==> src/hdl/aics_pkg.sv <==
// shared constants and types of the adc input configuration sequencer
// assumes a single 10 MHz core clock and a serial link sampled on that clock
package aics_pkg;

    // word layout on the serial input
    localparam int  WORD_W        = 16;               // bits per instruction word
    localparam int  SEL_HI        = 15;               // select code top bit
    localparam int  SEL_LO        = 11;               // select code bottom bit
    localparam int  PAIR_HI       = 10;               // pair field top bit
    localparam int  PAIR_LO       = 3;                // pair field bottom bit
    localparam int  COM_BIT       = 2;                // common reference mode bit
    localparam int  NIB_W         = 4;                // pattern nibble width
    localparam int  SEQ_MAX       = 256;              // deepest sequence

    // select codes in bits 15:11
    localparam logic [4:0] PSEUDO_DIFF_SELECT_CODE = 5'h11;
    localparam logic [4:0] BIPOLAR_SELECT_CODE     = 5'h12;
    localparam logic [4:0] SEQUENCE_SELECT_CODE    = 5'h16;

    // values after reset
    localparam logic [7:0] PAIR_RESET  = 8'h00;
    localparam logic       COM_RESET   = 1'b0;
    localparam logic [7:0] LEN_RESET   = 8'h00;
    localparam logic [3:0] CHAN_RESET  = 4'h0;       // filler channel is channel 0

    // scan modes carried by the mode control word
    typedef enum logic [3:0] {
        AICS_MANUAL, AICS_REPEAT, AICS_STD_INT, AICS_STD_EXT,
        AICS_UPPER_INT, AICS_UPPER_SCAN_EXTERNAL_CLOCK, AICS_CUST_INT, AICS_CUST_EXT,
        AICS_SEQ_EXT
    } aics_mode_t;

    // decoded conversion to hand to the analog side
    typedef struct packed {
        logic       valid;       // one-cycle strobe
        logic [3:0] channel;     // selected channel number
        logic       paired;      // pair conversion instead of single channel
        logic       common_ref;  // measured against the shared negative input
        logic       twos_comp;   // output coding is two's complement
    } aics_conv_t;

endpackage

==> src/hdl/aics_sequencer.sv <==
// input configuration, coding resolution and channel sequence for a sar converter
// assumes the serial clock and chip select come from a host, asynchronous to i_clk,
// and that the serial clock runs well below a quarter of i_clk
`timescale 1ns/1ps

// What this block does
// - code 10001 loads pseudo-differential config
// - code 10010 loads bipolar config
// - bits 10:3 pick pseudo-differential per pair
// - bit 2 selects common reference mode
// - bits 10:3 pick bipolar per pair
// - two's complement only for plain bipolar
// - pseudo-differential beats bipolar, binary coding
// - common reference overrides pair bits, binary
// - either pair bit gives paired result
// - channel field or scan mask by mode
// - sequence up to 256 entries
// - pattern sent as 4-bit nibbles
// - new pattern active by next frame start
// - missing entries become channel 0
// - surplus nibbles ignored until frame end
// - broken nibble becomes channel 0
// - results follow sequence order from first
// - shutdown honoured after last readout
// - code 10110 sets length value plus one
// - msb one is config, zero is mode
module aics_sequencer #(
    parameter int SEQ_DEPTH = 256                     // entries the pattern memory holds
) (
    input  wire logic               i_clk,            // core clock, 10 MHz
    input  wire logic               i_rst,            // synchronous reset, active high
    input  wire logic               i_sclk,           // serial clock from host
    input  wire logic               i_cs_n,           // chip select from host, active low
    input  wire logic               i_din,            // serial data from host
    input  wire logic               i_conv_next,      // analog side wants next conversion
    input  wire logic [15:0]        i_custom_scan_mask, // channels of the custom scans
    output logic [15:0]             o_mode_word,      // last mode control word taken
    output logic                    o_mode_strobe,    // pulse when a mode word lands
    output aics_pkg::aics_conv_t    o_conv,           // decoded conversion request
    output logic                    o_seq_last,       // conversion is the last entry
    output logic                    o_shutdown        // shutdown granted after readout
);
    import aics_pkg::*;

    // elaboration check: the pattern memory is indexed with eight bits
    if (SEQ_DEPTH < 1 || SEQ_DEPTH > SEQ_MAX) begin : g_depth_check
        $error("SEQ_DEPTH out of range");
    end

    ////////////////////////////////////////////////////////////////////////////////
    // pin synchronisers: three stages, change counts when stages two and three agree
    logic [2:0] sclk_sync_q;                          // serial clock stages
    logic [2:0] cs_sync_q;                            // chip select stages
    logic [2:0] din_sync_q;                           // data stages
    logic       sclk_st_q;                            // filtered serial clock
    logic       cs_n_st_q;                            // filtered chip select
    logic       din_st_q;                             // filtered data

    // shift pins in
    always_ff @(posedge i_clk) begin
        if (i_rst) begin
            sclk_sync_q <= 3'h0;
            cs_sync_q   <= 3'h7;
            din_sync_q  <= 3'h0;
        end else begin
            sclk_sync_q <= {sclk_sync_q[1:0], i_sclk};
            cs_sync_q   <= {cs_sync_q[1:0], i_cs_n};
            din_sync_q  <= {din_sync_q[1:0], i_din};
        end
    end

    // accept a level only once stages two and three agree
    always_ff @(posedge i_clk) begin
        if (i_rst) begin
            sclk_st_q <= 1'b0;
            cs_n_st_q <= 1'b1;
            din_st_q  <= 1'b0;
        end else begin
            if (sclk_sync_q[1] == sclk_sync_q[2]) begin
                sclk_st_q <= sclk_sync_q[2];
            end
            if (cs_sync_q[1] == cs_sync_q[2]) begin
                cs_n_st_q <= cs_sync_q[2];
            end
            if (din_sync_q[1] == din_sync_q[2]) begin
                din_st_q <= din_sync_q[2];
            end
        end
    end

    // edge events derived from the filtered levels
    logic sclk_d1_q;                                  // filtered clock, one cycle old
    logic cs_d1_q;                                    // filtered select, one cycle old
    logic din_d1_q;                                   // data aligned with edge detect
    always_ff @(posedge i_clk) begin
        if (i_rst) begin
            sclk_d1_q <= 1'b0;
            cs_d1_q   <= 1'b1;
            din_d1_q  <= 1'b0;
        end else begin
            sclk_d1_q <= sclk_st_q;
            cs_d1_q   <= cs_n_st_q;
            din_d1_q  <= din_st_q;
        end
    end

    logic sclk_rise;                                  // host clock rising edge seen
    logic cs_fall;                                    // frame start
    logic cs_rise;                                    // frame end
    logic in_frame;                                   // chip select held low
    assign sclk_rise = sclk_st_q & ~sclk_d1_q;
    assign cs_fall   = ~cs_n_st_q & cs_d1_q;
    assign cs_rise   = cs_n_st_q & ~cs_d1_q;
    assign in_frame  = ~cs_d1_q;

    ////////////////////////////////////////////////////////////////////////////////
    // word assembly: data taken on rising serial clock within a frame
    logic [WORD_W-1:0] shift_q;                       // incoming bits, msb first
    logic [4:0]        bit_cnt_q;                     // bits of the current word
    logic              word_done;                     // sixteenth bit arrives now
    logic [WORD_W-1:0] word_now;                      // word including this bit
    logic              pattern_frame_q;               // frame carries nibbles
    assign word_now  = {shift_q[WORD_W-2:0], din_d1_q};
    assign word_done = in_frame & sclk_rise & ~pattern_frame_q
                       & (bit_cnt_q == 5'(WORD_W - 1));

    // shifter, cleared at every frame start
    always_ff @(posedge i_clk) begin
        if (i_rst || cs_fall) begin
            shift_q   <= '0;
            bit_cnt_q <= 5'h00;
        end else if (in_frame && sclk_rise && !pattern_frame_q) begin
            shift_q   <= word_now;
            bit_cnt_q <= word_done ? 5'h00 : bit_cnt_q + 5'h01;
        end
    end

    ////////////////////////////////////////////////////////////////////////////////
    // configuration registers
    logic [7:0] pdiff_q;                              // pair_pseudo_diff_bit per pair
    logic       com_q;                                // common_ref_mode
    logic [7:0] bip_q;                                // pair_bipolar_bit per pair
    logic [7:0] len_q;                                // sequence_length_field
    logic       arm_q;                                // next frame is pattern frame

    // config writes decoded by select code
    always_ff @(posedge i_clk) begin
        if (i_rst) begin
            pdiff_q <= PAIR_RESET;
            com_q   <= COM_RESET;
            bip_q   <= PAIR_RESET;
            len_q   <= LEN_RESET;
        end else if (word_done && word_now[SEL_HI]) begin
            case (word_now[SEL_HI:SEL_LO])
                PSEUDO_DIFF_SELECT_CODE: begin
                    pdiff_q <= word_now[PAIR_HI:PAIR_LO];
                    com_q   <= word_now[COM_BIT];
                end
                BIPOLAR_SELECT_CODE: begin
                    bip_q <= word_now[PAIR_HI:PAIR_LO];
                end
                SEQUENCE_SELECT_CODE: begin
                    len_q <= word_now[PAIR_HI:PAIR_LO];
                end
                default: begin
                    // other config registers live elsewhere
                end
            endcase
        end
    end

    // length frame arms the pattern frame
    always_ff @(posedge i_clk) begin
        if (i_rst) begin
            arm_q           <= 1'b0;
            pattern_frame_q <= 1'b0;
        end else if (cs_fall) begin
            pattern_frame_q <= arm_q;
            arm_q           <= 1'b0;
        end else if (word_done && word_now[SEL_HI:SEL_LO] == SEQUENCE_SELECT_CODE) begin
            arm_q <= 1'b1;
        end else if (cs_rise) begin
            pattern_frame_q <= 1'b0;
        end
    end

    // mode word capture; the 4-bit mode field sits in bits 10:7
    logic [WORD_W-1:0] mode_word_q;                   // last mode control word
    logic              mode_strobe_q;                 // landed this cycle
    always_ff @(posedge i_clk) begin
        if (i_rst) begin
            mode_word_q   <= '0;
            mode_strobe_q <= 1'b0;
        end else begin
            mode_strobe_q <= word_done & ~word_now[SEL_HI];
            if (word_done && !word_now[SEL_HI]) begin
                mode_word_q <= word_now;
            end
        end
    end

    ////////////////////////////////////////////////////////////////////////////////
    // pattern loading straight into the active memory; the entry count updates at the pattern frame end
    // up to 256 entries
    logic [3:0] pat_mem [SEQ_DEPTH];                  // active pattern
    logic [3:0] nib_q;                                // nibble being collected
    logic [1:0] nib_bits_q;                           // bits of that nibble
    logic [8:0] wr_idx_q;                             // nibbles stored this frame
    logic [8:0] stored_q;                             // entries the last pattern frame wrote
    logic       room;                                 // entry slot still open this frame
    logic [8:0] seq_len;                              // length as count
    assign seq_len = {1'b0, len_q} + 9'h001;
    // surplus beyond the length, or beyond the memory, is never written
    assign room    = (wr_idx_q < seq_len) && (wr_idx_q < 9'(SEQ_DEPTH));

    always_ff @(posedge i_clk) begin
        if (i_rst || cs_fall) begin
            nib_q      <= CHAN_RESET;
            nib_bits_q <= 2'h0;
            wr_idx_q   <= 9'h000;
        end else if (pattern_frame_q && in_frame && sclk_rise) begin
            nib_q      <= {nib_q[2:0], din_d1_q};
            nib_bits_q <= nib_bits_q + 2'h1;
            if (nib_bits_q == 2'h3 && room) begin
                wr_idx_q <= wr_idx_q + 9'h001;
            end
        end
    end

    // entries from the first unfinished one on read as channel 0
    // a count instead of a zero fill makes the pattern usable at frame end
    always_ff @(posedge i_clk) begin
        if (i_rst) begin
            stored_q <= 9'h000;
        end else if (pattern_frame_q && cs_rise) begin
            stored_q <= wr_idx_q;
        end
    end

    // memory write port; only whole nibbles inside the length are written
    always_ff @(posedge i_clk) begin
        if (pattern_frame_q && in_frame && sclk_rise && nib_bits_q == 2'h3 && room) begin
            pat_mem[wr_idx_q[7:0]] <= {nib_q[2:0], din_d1_q};
        end
    end

    ////////////////////////////////////////////////////////////////////////////////
    // sequence playback and channel source choice
    aics_mode_t mode_now;                             // scan mode from mode word
    logic [3:0] chsel;                                // channel_select_field
    assign mode_now = aics_mode_t'(mode_word_q[10:7]);
    assign chsel    = mode_word_q[6:3];

    logic [8:0]  rd_idx_q;                            // sequence entry to convert
    logic [3:0]  scan_ch_q;                           // custom scan walker
    logic        shut_req_q;                          // shutdown asked for
    logic [3:0]  pick;                                // channel chosen now
    logic        is_last;                             // entry is the final one

    // next set channel of the custom scan mask after the walker
    function automatic logic [3:0] next_scan(input logic [15:0] mask, input logic [3:0] cur);
        logic [3:0] c;
        logic       hit;
        c   = cur;
        hit = 1'b0;
        for (int k = 1; k <= 16; k++) begin
            if (!hit && mask[4'(cur + 4'(k))]) begin
                c   = 4'(cur + 4'(k));
                hit = 1'b1;
            end
        end
        return c;
    endfunction

    always_comb begin
        pick    = chsel;
        is_last = 1'b0;
        case (mode_now)
            AICS_CUST_INT, AICS_CUST_EXT: pick = next_scan(i_custom_scan_mask, scan_ch_q);
            AICS_SEQ_EXT: begin
                pick    = (rd_idx_q < stored_q) ? pat_mem[rd_idx_q[7:0]] : CHAN_RESET;
                is_last = (rd_idx_q + 9'h001) >= seq_len;
            end
            default: pick = chsel;
        endcase
    end

    // playback restarts at entry zero on each mode word, or at a frame start other than a pattern frame's when the index lies past the length
    always_ff @(posedge i_clk) begin
        if (i_rst || mode_strobe_q || (cs_fall && pattern_frame_q == 1'b0
            && arm_q == 1'b0 && rd_idx_q >= seq_len)) begin
            rd_idx_q  <= 9'h000;
            scan_ch_q <= 4'hF;
        end else if (i_conv_next) begin
            rd_idx_q  <= is_last ? 9'h000 : rd_idx_q + 9'h001;
            scan_ch_q <= pick;
        end
    end

    // pair decode
    aics_conv_t conv_q;
    logic       last_q;
    logic [2:0] pr;
    assign pr = 3'(7 - 32'(pick[3:1]));               // bit 10 is pair 0/1
    always_ff @(posedge i_clk) begin
        if (i_rst) begin
            conv_q <= '0;
            last_q <= 1'b0;
        end else begin
            conv_q.valid      <= i_conv_next;
            last_q            <= i_conv_next & is_last;
            // the decoded fields stand until the next request
            if (i_conv_next) begin
                conv_q.channel    <= pick;
                conv_q.common_ref <= com_q;
                // either pair bit pairs the channels
                conv_q.paired     <= ~com_q & (pdiff_q[pr] | bip_q[pr]);
                // two's complement only for plain bipolar
                conv_q.twos_comp  <= ~com_q & ~pdiff_q[pr] & bip_q[pr];
            end
        end
    end

    logic last_done_q;                                // latest conversion was the final entry

    // remembered so the grant can wait for the end of the readout frame
    always_ff @(posedge i_clk) begin
        if (i_rst) begin
            last_done_q <= 1'b0;
        end else if (i_conv_next) begin
            last_done_q <= is_last;
        end
    end

    // shutdown request honoured after last entry read
    always_ff @(posedge i_clk) begin
        if (i_rst || (mode_strobe_q && !mode_word_q[2])) begin
            shut_req_q <= 1'b0;
            o_shutdown <= 1'b0;
        end else begin
            if (mode_strobe_q && mode_word_q[2]) begin
                shut_req_q <= 1'b1;
            end
            // grant at the frame end once the final entry has gone out
            if (shut_req_q && last_done_q && cs_rise) begin
                o_shutdown <= 1'b1;
            end
        end
    end

    assign o_mode_word   = mode_word_q;
    assign o_mode_strobe = mode_strobe_q;
    assign o_conv        = conv_q;
    assign o_seq_last    = last_q;

endmodule

==> config.mk <==
export PLATFORM = sky130hd
export DESIGN_NAME = aics_sequencer
export DESIGN_NICKNAME = d
export VERILOG_FILES = /design/src/hdl/aics_pkg.sv /design/src/hdl/aics_sequencer.sv
export SDC_FILE = /design/constraint.sdc
export NUM_CORES = 1
export LEC_CHECK = 0
export BUFFER_PORTS_ARGS = -buffer_cell sky130_fd_sc_hd__buf_2
export CORE_MARGIN = 1.5
export CORE_UTILIZATION = 60
export CTS_BUF_LIST = sky130_fd_sc_hd__clkbuf_4 sky130_fd_sc_hd__clkbuf_8
export CTS_CLUSTER_SIZE = 14
export DETAILED_ROUTE_END_ITERATION = 10
export HOLD_SLACK_MARGIN = 0.05
export PLACE_DENSITY_LB_ADDON = 0.12
export SYNTH_ARGS = -nofsm -noshare
export SYNTH_HDL_FRONTEND = slang
export SYNTH_SLANG_ARGS = --single-unit
==> constraint.sdc <==
create_clock -name i_clk -period 12.3 [get_ports i_clk]
set_input_delay 0.615 -clock i_clk [delete_from_list [all_inputs] [get_ports i_clk]]
set_output_delay 0.615 -clock i_clk [all_outputs]
set_load 0.03 [all_outputs]
==> impl_metrics.py <==
metrics = {
    "global_routing": {
        "grt_use_total_pct": 28.35,
        "grt_max_degree": 134,
        "first_global_vias": 27479,
        "grt_overflow": 0,
        "antenna_found_initial": 1,
        "grt_pass1_wl_um": 171300,
    },
    "place": {
        "port_buffers": 48,
        "dpl_cell_area_sq_um": 49800,
        "hpwl_um": 70400,
        "gp_congestion": 0.8906,
    },
    "logic_synthesis": {
        "ys_types": 85,
        "syn_area_sq_um": 48600,
        "yosysWarnings": 0,
        "ys_ff_latch": 1159,
        "syn_area_per_cell_sq_um": 16.80,
        "synthArstFlopShare_pct": 0,
        "syn-num-nets": 2968,
        "synth_edf_count": 1024,
        "seq_area_frac_synth_pct": 68.84,
        "syn_inst": 2893,
        "ys_dominant_reg_cell": "edfxtp_1",
    },
    "final_layout": {
        "fin_nets": 3066,
        "final_cell_mix": "edfxtp_1 (1024), nor2_1 (347), mux4_2 (310)",
        "area_growth_pct": 9.823,
        "nFillCells": 5330,
        "fin_util_pct": 66.47,
        "drive_gt1_share_pct": 23.69,
        "final_area_sq_um": 53370,
        "final_common_cell": "edfxtp_1",
    },
    "power": {
        "total_power_mw": 7.896,
        "p_per_area_nw_per_um2": 148.0,
        "irDropWorstVdd_v": 0.0001260,
        "p_leak_nw": 17.05,
    },
    "cts": {
        "clk_pin_slew_ns": 0.06,
        "cts.path.max_buffers": 3,
        "clkSinkCount": 1159,
        "htreeDepth": 4,
        "root_buffer": "clkbuf_8",
        "cts_tree": "built",
        "cts_buffers": 177,
        "worstSkewPairLatency_ns": 0.86,
        "postCtsSetupRepairBufs": 0,
    },
    "drt": {
        "firstDrtPassIters": 6,
        "wl_per_cell_um": 27.32,
        "num_vias": 27285,
        "drt_iter0_drc": 2881,
        "via_per_inst": 6.500,
        "wirelength_um": 114700,
        "ant_nets": 0,
        "route.detailed.drc": 0,
    },
    "job": {
        "maxCapViolations": 0,
    },
    "worst_setup_path": {
        "critPathMaxFanout": 98,
        "r2r_slack_ns": 6.25,
        "cp-start-kind": "flop",
        "crit_path_end_kind": "flop",
        "arrival_ns": 6.82,
        "path_class": "reg2reg",
        "worstPathRequired_ns": 13.08,
        "r2r_cells": 15,
        "r2r_end": "o_conv[0]",
    },
    "die": {
        "rows": 104,
        "start_util_pct": 60.53,
        "fp.dieArea_sq_um": 82710,
        "die_h_um": 287.6,
        "coreArea_sq_um": 80290,
        "fp.dieW_um": 287.6,
        "io_pins": 49,
    },
    "sta": {
        "rsz0062_at_grt": "false",
        "relSlewSlack_pct": 15.51,
        "finalHoldViolCount": 0,
        "finalSetupTns_ns": 0,
        "period_needed_ns": 6.046,
        "finalMaxSlewViolations": 0,
        "setup_viol": 0,
        "tightestPinTransition_ns": 1.264,
        "fmax_mhz": 165.4,
        "finalClockSkew_ns": 0.06089,
        "finalCritPeriodShare_pct": 49.15,
    },
    "worst_hold_path": {
        "worstHoldEndpoint": "o_conv[6]",
        "min_delay_path_depth": 3,
        "hold_start": "i_conv_next",
        "hold_path_class": "in2reg",
    },
    "outcome": {
        "status": "finished, final reports clean",
    },
}
-- what timing repair did --
item,CTS,global route
hold buffers,3,0
hold endpoints to repair,3,0
gates resized for setup,0,0
endpoints found under the setup margin,0,0
-- final cells by class --
class / count / area [sq um] / share of cell area [%]
Antenna cell: 1 / 2.502 / 0.004689
Tap cell: 1060 / 1326 / 2.485
Sequential cell: 1159 / 33480 / 62.74
Timing Repair Buffer: 93 / 610.6 / 1.144
Clock buffer: 237 / 2918 / 5.467
Inverter: 38 / 142.6 / 0.2673
Multi-Input combinational cell: 1522 / 14260 / 26.73
Clock inverter: 88 / 623.1 / 1.168
-- power breakdown --
part / internal, mW / switching, mW / total, mW / leakage, nW
combinational: 0.222 / 0.276 / 0.498 / 4.54
sequential: 4.22 / 0.0101 / 4.23 / 10.6
clock: 1.67 / 1.50 / 3.17 / 1.88
total: 6.11 / 1.78 / 7.90 / 17.0
-- synthesized netlist by cell type (5+ instances only) --
| cell | number | area share [%] |
|---|---|---|
| o21a_1 | 15 | 0.23 |
| and2_1 | 8 | 0.10 |
| nand3b_1 | 7 | 0.11 |
| or2_2 | 6 | 0.077 |
| xnor2_1 | 12 | 0.22 |
| a221oi_1 | 11 | 0.20 |
| nand4_1 | 9 | 0.12 |
| a22o_1 | 13 | 0.23 |
| edfxtp_1 | 1024 | 63 |
| nand2b_1 | 12 | 0.15 |
| a21oi_1 | 102 | 1.1 |
| mux2i_1 | 84 | 1.7 |
| nor3b_1 | 6 | 0.093 |
| nor2_1 | 348 | 2.7 |
| o21ai_0 | 39 | 0.40 |
| mux4_2 | 310 | 14 |
| and3_1 | 8 | 0.10 |
| a21boi_0 | 6 | 0.093 |
| dfxtp_1 | 135 | 5.6 |
| clkbuf_1 | 109 | 0.84 |
| nor3_1 | 17 | 0.18 |
| nand3_1 | 49 | 0.50 |
| nand2_1 | 174 | 1.3 |
| o211ai_1 | 6 | 0.093 |
| o21bai_1 | 5 | 0.077 |
| and4_1 | 5 | 0.090 |
| xor2_1 | 14 | 0.25 |
| a22oi_1 | 58 | 0.90 |
| buf_1 | 19 | 0.15 |
| buf_2 | 37 | 0.38 |
| inv_1 | 34 | 0.26 |
| o22ai_1 | 7 | 0.090 |
| nor2b_1 | 30 | 0.39 |
| ha_1 | 53 | 1.4 |
| a31oi_1 | 10 | 0.13 |
| mux2_2 | 16 | 0.37 |
-- stage by stage --
step	hold WS [ns]	setup slack [ns]	instances
finish	0.2780	6.254	4198
global route	0.2577	5.879	4198
detailed placement	0.3961	6.327	3869
CTS	0.2163	6.276	4197
floorplan	0.3895	7.439	2893
global placement	0.4049	6.418	3869
-- registers in the layout (all words and copies together) (netlist names), 2 cells and up, named ones only --
| register | count |
|---|---|
| rd_idx_q | 9 |
| wr_idx_q | 9 |
| bip_q | 8 |
| o_conv | 8 |
| sclk_sync_q | 3 |
| len_q | 8 |
| scan_ch_q | 4 |
| o_mode_word | 16 |
| nib_bits_q | 2 |
| shift_q | 15 |
| bit_cnt_q | 5 |
| pat_mem | 1024 |
| stored_q | 9 |
| nib_q | 3 |
| pdiff_q | 8 |
| cs_sync_q | 3 |
| din_sync_q | 3 |
-- worst max path at each step --
stage	slack, ns	startpoint	to	cells past startpoint
6_report	6.25	flop	o_conv[0]	15
5_1_grt	5.88	flop	o_conv[0]	15
4_1_cts	6.28	flop	o_conv[0]	15
3_5_place_dp	6.33	flop	o_conv[0]	15
3_3_place_gp	6.42	flop	o_conv[0]	15
2_1_floorplan	7.44	scan_ch_q[1]	o_conv[2]	17
-- worst max-delay path, stage by stage, from the launching register on --
cell	delay [ns]
dfxtp_4	0.79
buf_12	0.64
buf_4	0.75
mux4_2	0.60
mux4_2	0.52
a22o_1	0.23
o21ai_0	0.47
o21ai_0	0.24
mux2_2	0.38
nand2_1	0.09
o2111ai_1	0.12
a41oi_1	0.26
inv_1	0.14
a211oi_1	0.22
o21ai_1	0.13
o21ai_1	0.14
-- logic make-up (layout without fill, tap and decap cells) --
family                     Yosys count  after routing  synth area share (%)
adders and majority gates           53             53                 1.365
and+or+nand+nor                    708            708                 6.483
AOI/OAI and AO/OA                  320            320                 4.364
xor gates and xnor gates            28             28                0.5355
other                                0              1                     0
buffers and inverters              212            456                 1.849
muxes                              413            413                 16.57
DFF                               1159           1159                 68.84
-- routing by layer --
layer,GRT usage [%],share of wire [%],up-vias
met5,0,0,-
met4,10.01,2.9,0
met3,5.602,8.2,238
met2,46.00,50,1301
met1,38.76,39,14066
li1,-,-,11680
(Power assumes the default switching activity.)
